$ cat config.mk
export PLATFORM = sky130hd
export DESIGN_NAME = sstc_top
export DESIGN_NICKNAME = d
export VERILOG_FILES = /design/src/rtl/sstc_term_eval.v /design/src/rtl/sstc_top.v
export VERILOG_INCLUDE_DIRS = /design/src /design/src/rtl
export SDC_FILE = /design/constraint.sdc
export NUM_CORES = 1
export LEC_CHECK = 0
export BUFFER_PORTS_ARGS = -buffer_cell sky130_fd_sc_hd__buf_2
export CORE_ASPECT_RATIO = 0.75
export CORE_MARGIN = 2
export CORE_UTILIZATION = 63
export DETAILED_ROUTE_END_ITERATION = 10
export MAX_ROUTING_LAYER = met4
export PLACE_DENSITY_LB_ADDON = 0.12
export SYNTH_ARGS = -nofsm -noshare
export SYNTH_HDL_FRONTEND = slang
export SYNTH_SLANG_ARGS = --single-unit
$ cat constraint.sdc
create_clock -name hclk -period 3.65 [get_ports hclk]
set_clock_uncertainty 0.15 [all_clocks]
set_input_delay 0.5475 -clock hclk [delete_from_list [all_inputs] [get_ports hclk]]
set_output_delay 0.5475 -clock hclk [all_outputs]
set_load 0.05 [all_outputs]
$ cat src/rtl/sstc_defines.vh
/*
 * constants of the safe-stop terminal configuration block: register map,
 * field positions, reset values and terminal function codes.
 * assumes inclusion by rtl/sstc_top.v only; definitions only.
 */
`ifndef SSTC_DEFINES_VH
`define SSTC_DEFINES_VH

// ==========================================================
// register offsets (byte addresses)
`define SSTC_OFS_CTRL      12'h000
`define SSTC_OFS_STATUS    12'h004
`define SSTC_OFS_IRQ_STAT  12'h008
`define SSTC_OFS_IRQ_MASK  12'h00c
`define SSTC_OFS_KEY_CLR   12'h010
`define SSTC_TERM_REGION   6'h01

// ==========================================================
// field positions
`define SSTC_CTRL_COPY_BIT   0
`define SSTC_ST_TRIP_BIT     0
`define SSTC_ST_SW_BIT       1
`define SSTC_ST_GATE_BIT     2
`define SSTC_ST_EVAL_BIT     3
`define SSTC_IRQ_TRIP_BIT    0
`define SSTC_IRQ_COPY_BIT    1
`define SSTC_IRQ_REFUSE_BIT  2
`define SSTC_IRQ_W           3

// ==========================================================
// function and polarity codes
`define SSTC_FN_RESET      8'h12
`define SSTC_FN_JOG        8'h06
`define SSTC_FN_ESTOP      8'h40
`define SSTC_FN_NONE       8'hff
`define SSTC_POL_NO        8'h00
`define SSTC_POL_NC        8'h01
`define SSTC_TRIP_CODE     8'h25

// ==========================================================
// reset values
`define SSTC_RST_FN_OTHER  8'hff
`define SSTC_RST_MASK      3'h0

`endif

$ cat src/rtl/sstc_term_eval.v
/*
 * one input terminal: applies the polarity code to the raw level.
 * assumes the raw level is synchronous to the clock of the caller.
 */
`timescale 1ns/10ps
module sstc_term_eval (
    input  wire       raw_in,
    input  wire [7:0] pol,
    input  wire       en,
    output wire       active
);
    // normally-closed inputs are active when the line is low
    assign active = en & (raw_in ^ pol[0]);
endmodule

$ cat src/rtl/sstc_top.v
/*
 * safe-stop terminal configuration: ahb-lite register slave, terminal
 * function and polarity settings, emergency-stop trip latch, interrupt.
 * assumes a single 100 MHz clock, terminal inputs synchronous to it,
 * and an external safety circuit driving the terminal inputs.
 * hsize and the low address bits are ignored; only whole words are served.
 */
// Notes on behaviour
// - switch on reserves terminals 1 and 3 for emergency stop only
// - switch defaults off, emergency stop disabled
// - terminal 1 normally-open reset clears the trip and resets device
// - terminal 3 normally-closed input removal stops switching and latches trip
// - open wire or wrong logic on terminal 3 also trips
// - only terminal 1 reset clears the trip, keypad clear ignored
// - switch off: mappings selectable, defaults 18/06 with polarity 00
// - switch on: terminal 1 fixed 18/00, terminal 3 fixed 64/01, writes refused
// - turning switch off later restores nothing, only software reassigns
// - any terminal mapped to reset 18 has polarity forced to 00
// - terminal 3 holding code 64 has polarity forced to 01
// - switch on turns reset 18 on other terminals into no function
// - software cannot assign code 64; only the switch applies it
// - copy into switched-on device skips terminals 1 and 3, flags error
`timescale 1ns/10ps
`include "sstc_defines.vh"
module sstc_top #(
    parameter N_TERM = 8
) (
    input  wire              hclk,
    input  wire              hresetn,
    input  wire              hsel,
    input  wire [11:0]       haddr,
    input  wire [1:0]        htrans,
    input  wire              hwrite,
    input  wire [2:0]        hsize,
    input  wire [31:0]       hwdata,
    input  wire              hready,
    output wire              hreadyout,
    output wire              hresp,
    output wire [31:0]       hrdata,
    input  wire              estop_enable_switch,
    input  wire [N_TERM-1:0] term_in,
    output wire              gate_enable,
    output wire [7:0]        estop_trip_code,
    output wire              device_reset,
    output wire [N_TERM-1:0] term_active,
    output wire              irq
);

    // ==========================================================
    // state
    reg                     hreadyout_ff;
    reg [31:0]              hrdata_ff;
    reg                     wr_pend_ff;
    reg                     rd_pend_ff;
    reg [11:0]              addr_ff;
    reg                     copy_mode_ff;
    reg [`SSTC_IRQ_W-1:0]   irq_stat_ff;
    reg [`SSTC_IRQ_W-1:0]   irq_mask_ff;
    reg                     irq_ff;
    reg                     sw_on_ff;
    reg                     eval_en_ff;
    reg                     trip_ff;
    reg                     gate_en_ff;
    reg [7:0]               trip_code_ff;
    reg                     dev_rst_ff;
    reg [N_TERM-1:0]        term_act_ff;
    reg [8*N_TERM-1:0]      func_ff;
    reg [8*N_TERM-1:0]      pol_ff;

    wire                    take;
    wire                    wr_en;
    wire                    term_hit;
    wire [3:0]              term_idx;
    wire                    sw_rise;
    wire [N_TERM-1:0]       act;
    wire [N_TERM-1:0]       refuse_vec;
    wire [N_TERM-1:0]       copyerr_vec;
    wire                    estop_req;
    wire                    reset_req;
    wire                    nxt_trip;
    reg  [31:0]             nxt_rdata;
    reg  [`SSTC_IRQ_W-1:0]  nxt_irq_stat;
    wire [31:0]             act_word;

    // ==========================================================
    // ahb-lite slave
    // one address phase is taken per rising edge with hready high
    assign take     = hsel & htrans[1] & hready;
    // writes land at the edge that ends their data phase
    assign wr_en    = wr_pend_ff;
    assign term_hit = (addr_ff[11:6] == `SSTC_TERM_REGION) && (addr_ff[5:2] < N_TERM);
    assign term_idx = addr_ff[5:2];

    always @(posedge hclk or negedge hresetn) begin
        if (!hresetn) begin
            hreadyout_ff <= 1'b1;
            hrdata_ff    <= 32'h0000_0000;
            wr_pend_ff   <= 1'b0;
            rd_pend_ff   <= 1'b0;
            addr_ff      <= 12'h000;
        end else begin
            wr_pend_ff <= take & hwrite;
            rd_pend_ff <= take & ~hwrite;
            if (take) begin
                addr_ff <= {haddr[11:2], 2'b00};
            end
            // reads take one wait state so a preceding write is visible
            if (take & ~hwrite) begin
                hreadyout_ff <= 1'b0;
            end else begin
                hreadyout_ff <= 1'b1;
            end
            if (rd_pend_ff) begin
                hrdata_ff <= nxt_rdata;
            end
        end
    end

    // ==========================================================
    // read data select
    // terminal activity padded to a word, its low byte goes to status
    assign act_word = {{(32-N_TERM){1'b0}}, term_act_ff};

    always @* begin
        nxt_rdata = 32'h0000_0000;
        if (term_hit) begin
            nxt_rdata[7:0]  = func_ff[8*term_idx +: 8];
            nxt_rdata[15:8] = pol_ff[8*term_idx +: 8];
        end else begin
            case (addr_ff)
                `SSTC_OFS_CTRL: begin
                    nxt_rdata[`SSTC_CTRL_COPY_BIT] = copy_mode_ff;
                end
                `SSTC_OFS_STATUS: begin
                    nxt_rdata[`SSTC_ST_TRIP_BIT] = trip_ff;
                    nxt_rdata[`SSTC_ST_SW_BIT]   = sw_on_ff;
                    nxt_rdata[`SSTC_ST_GATE_BIT] = gate_en_ff;
                    nxt_rdata[`SSTC_ST_EVAL_BIT] = eval_en_ff;
                    nxt_rdata[23:16]             = trip_code_ff;
                    nxt_rdata[31:24]             = act_word[7:0];
                end
                `SSTC_OFS_IRQ_STAT: begin
                    nxt_rdata[`SSTC_IRQ_W-1:0] = irq_stat_ff;
                end
                `SSTC_OFS_IRQ_MASK: begin
                    nxt_rdata[`SSTC_IRQ_W-1:0] = irq_mask_ff;
                end
                default: begin
                    nxt_rdata = 32'h0000_0000;
                end
            endcase
        end
    end

    // ==========================================================
    // switch sampling and evaluation enable
    // mapping is forced at the same edge that first sees the switch on
    assign sw_rise = estop_enable_switch & ~sw_on_ff;

    always @(posedge hclk or negedge hresetn) begin
        if (!hresetn) begin
            sw_on_ff   <= 1'b0;
            eval_en_ff <= 1'b0;
        end else begin
            sw_on_ff   <= estop_enable_switch;
            eval_en_ff <= 1'b1;
        end
    end

    // ==========================================================
    // terminal settings and evaluation
    genvar i;
    generate
        for (i = 0; i < N_TERM; i = i + 1) begin : g_term
            localparam IS_T1 = (i == 0);
            localparam IS_T3 = (i == 2);
            localparam [7:0] RST_FN = IS_T1 ? `SSTC_FN_RESET :
                                      (IS_T3 ? `SSTC_FN_JOG : `SSTC_RST_FN_OTHER);
            wire       hit;
            wire       locked;
            wire       bad_fn;
            reg  [7:0] fc;
            reg  [7:0] pc;

            assign hit    = wr_en & term_hit & (term_idx == i);
            assign locked = sw_on_ff & (IS_T1 | IS_T3);
            assign bad_fn = (hwdata[7:0] == `SSTC_FN_ESTOP);
            assign refuse_vec[i]  = hit & ~(locked & copy_mode_ff) & (locked | bad_fn);
            assign copyerr_vec[i] = hit & locked & copy_mode_ff;

            always @* begin
                fc = func_ff[8*i +: 8];
                pc = pol_ff[8*i +: 8];
                // switch turning on forces the fixed mapping
                if (sw_rise) begin
                    if (IS_T1) begin
                        fc = `SSTC_FN_RESET;
                    end else if (IS_T3) begin
                        fc = `SSTC_FN_ESTOP;
                    end else if (fc == `SSTC_FN_RESET) begin
                        fc = `SSTC_FN_NONE;
                    end
                end else if (hit & ~locked & ~bad_fn) begin
                    fc = hwdata[7:0];
                    pc = hwdata[15:8];
                end
                // polarity forcing follows every update
                if (fc == `SSTC_FN_RESET) begin
                    pc = `SSTC_POL_NO;
                end else if (IS_T3 && fc == `SSTC_FN_ESTOP) begin
                    pc = `SSTC_POL_NC;
                end
            end

            always @(posedge hclk or negedge hresetn) begin
                if (!hresetn) begin
                    func_ff[8*i +: 8] <= RST_FN;
                    pol_ff[8*i +: 8]  <= `SSTC_POL_NO;
                end else begin
                    func_ff[8*i +: 8] <= fc;
                    pol_ff[8*i +: 8]  <= pc;
                end
            end

            sstc_term_eval u_eval (
                .raw_in (term_in[i]),
                .pol    (pol_ff[8*i +: 8]),
                .en     (eval_en_ff),
                .active (act[i])
            );
        end
    endgenerate

    // ==========================================================
    // emergency-stop trip
    // a low terminal 3 line (open, broken or wrong logic) reads as a request
    assign estop_req = sw_on_ff & eval_en_ff & act[2] &
                       (func_ff[23:16] == `SSTC_FN_ESTOP);
    assign reset_req = act[0] & (func_ff[7:0] == `SSTC_FN_RESET);
    // keypad clear writes never reach this term
    assign nxt_trip  = estop_req | (trip_ff & ~reset_req);

    always @(posedge hclk or negedge hresetn) begin
        if (!hresetn) begin
            trip_ff      <= 1'b0;
            gate_en_ff   <= 1'b0;
            trip_code_ff <= 8'h00;
            dev_rst_ff   <= 1'b0;
            term_act_ff  <= {N_TERM{1'b0}};
        end else begin
            // trip code mirrors the latch so software sees both together
            trip_ff      <= nxt_trip;
            gate_en_ff   <= ~nxt_trip & eval_en_ff;
            trip_code_ff <= nxt_trip ? `SSTC_TRIP_CODE : 8'h00;
            dev_rst_ff   <= reset_req;
            term_act_ff  <= act;
        end
    end

    // ==========================================================
    // control, interrupt status and mask
    always @* begin
        nxt_irq_stat = irq_stat_ff;
        if (wr_en && addr_ff == `SSTC_OFS_IRQ_STAT) begin
            nxt_irq_stat = irq_stat_ff & ~hwdata[`SSTC_IRQ_W-1:0];
        end
        // set wins over a same-cycle clear
        nxt_irq_stat[`SSTC_IRQ_TRIP_BIT]   = nxt_irq_stat[`SSTC_IRQ_TRIP_BIT] | (nxt_trip & ~trip_ff);
        nxt_irq_stat[`SSTC_IRQ_COPY_BIT]   = nxt_irq_stat[`SSTC_IRQ_COPY_BIT] | (|copyerr_vec);
        nxt_irq_stat[`SSTC_IRQ_REFUSE_BIT] = nxt_irq_stat[`SSTC_IRQ_REFUSE_BIT] | (|refuse_vec);
    end

    always @(posedge hclk or negedge hresetn) begin
        if (!hresetn) begin
            copy_mode_ff <= 1'b0;
            irq_stat_ff  <= {`SSTC_IRQ_W{1'b0}};
            irq_mask_ff  <= `SSTC_RST_MASK;
            irq_ff       <= 1'b0;
        end else begin
            if (wr_en && addr_ff == `SSTC_OFS_CTRL) begin
                copy_mode_ff <= hwdata[`SSTC_CTRL_COPY_BIT];
            end
            if (wr_en && addr_ff == `SSTC_OFS_IRQ_MASK) begin
                irq_mask_ff <= hwdata[`SSTC_IRQ_W-1:0];
            end
            irq_stat_ff <= nxt_irq_stat;
            irq_ff      <= |(nxt_irq_stat & irq_mask_ff);
        end
    end

    // ==========================================================
    // outputs
    assign hreadyout       = hreadyout_ff;
    // every transfer completes with an okay response
    assign hresp           = 1'b0;
    assign hrdata          = hrdata_ff;
    assign gate_enable     = gate_en_ff;
    assign estop_trip_code = trip_code_ff;
    assign device_reset    = dev_rst_ff;
    assign term_active     = term_act_ff;
    assign irq             = irq_ff;

endmodule

==> Word level (Yosys, flattened, before mapping) <==
Cells that the tools add are included.
{ "word_totals": {"ff_bits": 200, "inputBits": 63, "wordCells": 230, "output_inout_bits": 53} }
{ "op_classes": {"magnitude_cmp": 1, "shift": 2, "n_reduce_logical": 25, "n_eq_ne": 37, "n_mux": 56, "bitwise": 77} }
{ "ops": {"columns": ["cell", "count"], "rows": [
  ["8-bit two-way mux", 47],
  ["64-bit by 8-bit variable part select with 8-bit output", 2],
  ["8-bit by 5-bit == test with 1-bit output (second input constant)", 15],
  ["1-bit bitwise AND", 54],
  ["16-bit two-way mux", 3],
  ["8-bit by 7-bit == test with 1-bit output (second input constant)", 3],
  ["10-bit by 2-bit == test with 1-bit output (second input constant)", 2],
  ["4-bit by 3-bit == test with 1-bit output (second input constant)", 4],
  ["2-bit AND reduction", 8],
  ["2-bit by 1-bit inequality test with 1-bit output (second input constant)", 7],
  ["2-bit nonzero test", 7],
  ["12-bit logical NOT", 1],
  ["10-bit by 1-bit == test with 1-bit output (second input constant)", 1],
  ["4-bit by 2-bit == test with 1-bit output (second input constant)", 2],
  ["8-bit OR reduction", 1],
  ["1-bit XOR", 8],
  ["1-bit NOT", 7],
  ["3-bit bitwise AND", 2],
  ["6-bit by 1-bit == test with 1-bit output (second input constant)", 1],
  ["6-bit two-way mux", 1],
  ["2-bit case mux with 3 select lines", 1],
  ["1-bit bitwise OR", 5],
  ["4-bit by 1-bit == test with 1-bit output (second input constant)", 1],
  ["1-bit logical AND", 4],
  ["10 further kinds", 11]
]} }

==> Depth between registers and ports, before layout <==
{ "logic_depth": {"ltp_word": 11, "ltp_mapped": 10, "ltp_nobuf": 6} }

==> Hierarchy <==
Synthesis repeated with hierarchy kept, for this count alone.
{ "unflattened": {"hier_cells": 820, "area_unflattened_um2": 9237.6} }
{ "modules_own_cells": {"columns": ["mod", "n_inst", "cells_each", "area_each_um2", "seq_area_each_um2"], "rows": [
  ["sstc_top", 1, 804, 9117.5, 4745.8],
  ["sstc_term_eval", 8, 2, 15.0, 0.0]
]} }

==> Worst setup path after synthesis <==
Ideal clock, no wire load.
{ "synth_path": {"path_type": "input port to flip-flop", "startpoint": "input hwdata[3]", "endpoint": "register pol_ff[16]", "required_ps": 3362, "setup_time_ps": 138, "arrival_ps": 2207, "path_buffers": 2, "path_slack_ps": 1155, "path_stages": 8, "path_cell_list": "buf_4 nor4_1 and3_1 buf_4 nor4_4 mux2_4 nor3b_1 o21ai_1"} }
{ "synth_between": {"elab_chain_cells": 8, "word_cells_on_any_way": 12, "classes_between": "eq/ne (4); mux (4); bitwise (2); reduce/logical (2)"} }
{ "synth_rtl": {"columns": ["element", "line", "rtl"], "rows": [
  ["start: declaration", "sstc_top.v:35", "input wire [31:0] hwdata,"],
  ["8-bit by 7-bit == test with 1-bit output (no source line)", null, null],
  ["1-bit NOT", "sstc_top.v:203", "end else if (hit & ~locked & ~bad_fn) begin"],
  ["1-bit bitwise AND", "sstc_top.v:203", null],
  ["8-bit two-way mux", "sstc_top.v:203", null],
  ["8-bit two-way mux", "sstc_top.v:195", "if (sw_rise) begin"],
  ["8-bit by 5-bit == test with 1-bit output (no source line) or 8-bit by 7-bit == test with 1-bit output (tied branches)", null, null],
  ["3-bit by 1-bit inequality test with 1-bit output (no source line), or another cell as far along", null, null],
  ["2-bit AND reduction (no source line) or 8-bit two-way mux (tied branches)", null, null],
  ["end signal: indexed assignment", "sstc_top.v:218", "pol_ff[8*i +: 8] <= `SSTC_POL_NO;"],
  ["end signal: indexed assignment", "sstc_top.v:221", "pol_ff[8*i +: 8] <= pc;"],
  ["end: declaration", "sstc_top.v:68", "reg [8*N_TERM-1:0] pol_ff;"]
]} }
Parallel ways exist; a longest one is shown, timed or not.
A chain may end at the register's enable or synchronous reset.

==> Final worst setup path <==
{ "layout_path": {"startpoint": "register addr_ff[4]", "endpoint": "register pol_ff[52]"} }
{ "layout_between": {"elab_chain_cells": 10, "word_cells_on_any_way": 13, "classes_between": "order compare (1); eq/ne (3); mux (3); bitwise (3); reduce/logical (3)"} }
{ "layout_rtl": {"columns": ["element", "line", "rtl"], "rows": [
  ["start: declaration", "sstc_top.v:55", "reg [11:0] addr_ff;"],
  ["start signal: assignment", "sstc_top.v:105", "addr_ff <= {haddr[11:2], 2'b00};"],
  ["4-bit < comparator", "sstc_top.v:91", "assign term_hit = (addr_ff[11:6] == `SSTC_TERM_REGION) && (addr_ff[5:2] < N_TERM);"],
  ["1-bit logical AND", "sstc_top.v:91", null],
  ["1-bit bitwise AND", "sstc_top.v:185", "assign hit = wr_en & term_hit & (term_idx == i);"],
  ["1-bit bitwise AND *", "sstc_top.v:185", null],
  ["1-bit bitwise AND *", "sstc_top.v:203", null],
  ["8-bit two-way mux", "sstc_top.v:203", null],
  ["8-bit two-way mux", "sstc_top.v:195", null],
  ["8-bit by 5-bit == test with 1-bit output (no source line)", null, null],
  ["2-bit by 1-bit inequality test with 1-bit output (no source line) or 2-bit nonzero test (tied branches)", null, null],
  ["2-bit AND reduction (no source line)", null, null]
]} }
Mark *: on every way between the ends. The rest lies on a longest branch, timed or not.

==> results.json <==
{
  "synthFlopType": "dfrtp_1",
  "n_antenna_cell": 0,
  "grt_pass1_vias": 6935,
  "vias": 6969,
  "syn_avg_cell_area_um2": 11.0,
  "powerDensity_nw_per_um2": 450,
  "cts_resized": 0,
  "synth_area_leaders": "dfrtp_1, dfstp_2, mux4_2, mux2i_1, nor2_1",
  "setup_viol": 0,
  "die_area_um2": 15600,
  "setup.worst_path.end_class": "register",
  "dp_worst_setup_slack_ns": 0.319,
  "gp_congestion": 0.936,
  "status": "completed",
  "drc_errors": 0,
  "synth_top_cell_by_area": "dfrtp_1",
  "cp_max_fo": 21,
  "timing.rr.start": "addr_ff[4]",
  "first_iter_violations": 984,
  "crit_chain": "buf_4, nand4_1, nor3_2, nand2_1, buf_4, nand2_1, a21oi_1",
  "via_per_inst": 6.22,
  "fin_util_pct": 72.2,
  "synth_top_area_share_pct": 36.3,
  "nets": 971,
  "drv_cap": 0,
  "io_pins": 116,
  "dr.pass1.iters": 6,
  "clockRootBuffer": "clkbuf_16",
  "areaGrowthSynthToFinish_pct": 12.6,
  "synth_edf_count": 0,
  "path_buf_inv": 2,
  "die_y_um": 109,
  "drive_gt1_share_pct": 29.6,
  "ys_ff_latch": 187,
  "relSlewSlack_pct": 18.8,
  "cts_hold_buffers": 0,
  "finalSetupTns_ns": 0,
  "cts_tree": "built",
  "ant_nets": 0,
  "grt_max_degree": 123,
  "core-area_um2": 14400,
  "finalMaxSlewViolations": 0,
  "wl_per_cell_um": 21.6,
  "clkSlewWorstSetupHoldPaths_ns": 0.07,
  "grt_pass1_wl_um": 38000,
  "placedCellCount": 1089,
  "antenna_found_initial": 0,
  "totalWireLength_um": 24200,
  "stdcell_area_um2": 10400,
  "rsz0062_at_grt": "no",
  "track_usage_pct": 33.7,
  "fin_cells": 1121,
  "seqCellArea_um2": 4750,
  "place_area_um2": 9800,
  "grt_overflow": 0,
  "startpoint": "addr_ff[4]",
  "ys_warn_count": 0,
  "syn_area_um2": 9230,
  "start_util_pct": 64.1,
  "setup_ws_ns": 0.656,
  "synthArstFlopShare_pct": 100,
  "worstMarginPinSlew_ns": 1.22,
  "critPathSlowestCell": "nor3_2",
  "ir_drop_mv": 0.347,
  "slowest_delay_ns": 0.71,
  "clk_latency_ns": 0.43,
  "cts_max_level": 4,
  "final-hold-violation-count": 0,
  "ys_seq_area_share_pct": 51.4,
  "required_ns": 3.81,
  "portBuffers": 82,
  "die_w_um": 144,
  "cts_setup_buffers": 0,
  "fmax_mhz": 334,
  "cts_buffer_depth": 2,
  "nFillCells": 1048,
  "clkSinkCount": 187,
  "fin_crit_ns": 2.99,
  "hold_class": "input port to async pin",
  "yosys.cell_types.count": 61,
  "dp_hpwl_um": 16800,
  "core.rowCount": 38,
  "total_leakage_power_nw": 4.64,
  "multi_input_area_um2": 4050,
  "cp-start-kind": "register",
  "critical_path.top_delay_family": "simple AND/OR/NAND/NOR gates",
  "critPathKind": "register to register",
  "cts_made_buffers": 17,
  "cp.arrival_ns": 3.16,
  "synthCells": 841,
  "finalCritPeriodShare_pct": 82.0
}
## power breakdown
group | internal, W | leakage, nW | switching (W)
logic | 0.000210 | 1.98 | 0.000367
clock network | 0.00108 | 0.296 | 0.000808
registers | 0.00214 | 2.36 | 0.0000787
total | 0.00343 | 4.64 | 0.00125
## worst paths after layout
check	to	slack, ns	depth (start not counted)
setup / recovery	pol_ff[52]	0.66	7
max in group asynchronous	pol_ff[22]	2.31	2
min in group hclk	g_term[0].locked	0.16	1
hold reg to reg	hrdata[28]	0.33	2
hold / removal	hrdata[5]	0.16	1
setup reg to reg	pol_ff[52]	0.66	7
## placed cells by master, fill, tap and decap left out, drive strengths merged, types with 27 or more instances in the layout
cell / netlist / routed
dfstp: 53 / 53
inv: 32 / 34
buf: 44 / 111
mux4: 33 / 33
o21ai: 27 / 27
nand3: 31 / 31
mux2i: 66 / 66
nor2: 100 / 100
nand2: 94 / 94
a21oi: 45 / 45
dfrtp: 134 / 134
mux2: 31 / 31
## registers in the layout, indices dropped and copies added (netlist names)
| register | flops |
|---|---|
| func_ff | 64 |
| pol_ff | 64 |
| hrdata | 25 |
| addr_ff | 10 |
| term_active | 8 |
| irq_mask_ff | 3 |
| irq_stat_ff | 3 |
| copy_mode_ff | 1 |
| device_reset | 1 |
| estop_trip_code | 1 |
| eval_en_ff | 1 |
| g_term.locked | 1 |
| gate_enable | 1 |
| hreadyout | 1 |
| irq | 1 |
| rd_pend_ff | 1 |
| wr_en | 1 |
## synth_stat cells (all sizes together), types with 2 or more instances
| cell | instances |
|---|---|
| nand2 | 94 |
| a31oi | 2 |
| nor4 | 8 |
| or4 | 3 |
| mux2i | 66 |
| dfrtp | 134 |
| dfstp | 53 |
| nor2b | 7 |
| mux2 | 31 |
| and2 | 2 |
| o211ai | 2 |
| o221ai | 2 |
| nor4b | 9 |
| inv | 32 |
| conb | 2 |
| a21oi | 45 |
| o41ai | 2 |
| or3 | 3 |
| nand3 | 31 |
| clkbuf | 29 |
| o22a | 13 |
| xnor2 | 7 |
| buf | 44 |
| nand2b | 8 |
| o22ai | 12 |
| mux4 | 33 |
| nor3 | 6 |
| nand4b | 2 |
| nor2 | 100 |
| o21ai | 27 |
| and3 | 2 |
| nand3b | 2 |
| nor3b | 4 |
| a22o | 4 |
| nand4 | 8 |
## cell type report
cell class	instances	share of cell area (%)
Timing Repair Buffer	111	6.10
Multi-Input combinational cell	559	38.9
Sequential cell	187	45.7
Tap cell	200	2.41
Clock buffer	18	4.13
Clock inverter	14	1.64
Inverter	32	1.16
## metrics by stage
stage	hold slack (ns)	total power (W)
final	0.156	0.00468
after global routing	0.146	0.00482
after CTS	0.150	0.00469
after detailed placement	0.315	0.00282
after global placement	0.308	0.00281
after floorplan	0.102	0.00263
## worst register-to-register path, delay by kind of cell, from the launching register on
family | cells | cell delay [ns]
simple gates | 4 | 1.55
flops | 1 | 0.38
compound gates | 1 | 0.08
buf+inv | 2 | 0.72
## per-layer routing
layer  track usage [%]  up-vias  wire length [µm]
li1                  -     3070                 -
met1              46.6     3464             10400
met2              49.7      405             11000
met3              7.60       30              2320
met4              12.0        0               406
met5                 -        -                 0
## cell families after synthesis
group	share of synthesized area, %
AOI/OAI and AO/OA	7.88
xor gates and xnor gates	0.759
buffers and inverters	5.38
DFF	51.4
muxes	19.0
other	0.0814
and+or+nand+nor	15.5
No activity file was read; power rests on OpenSTA's default activity.
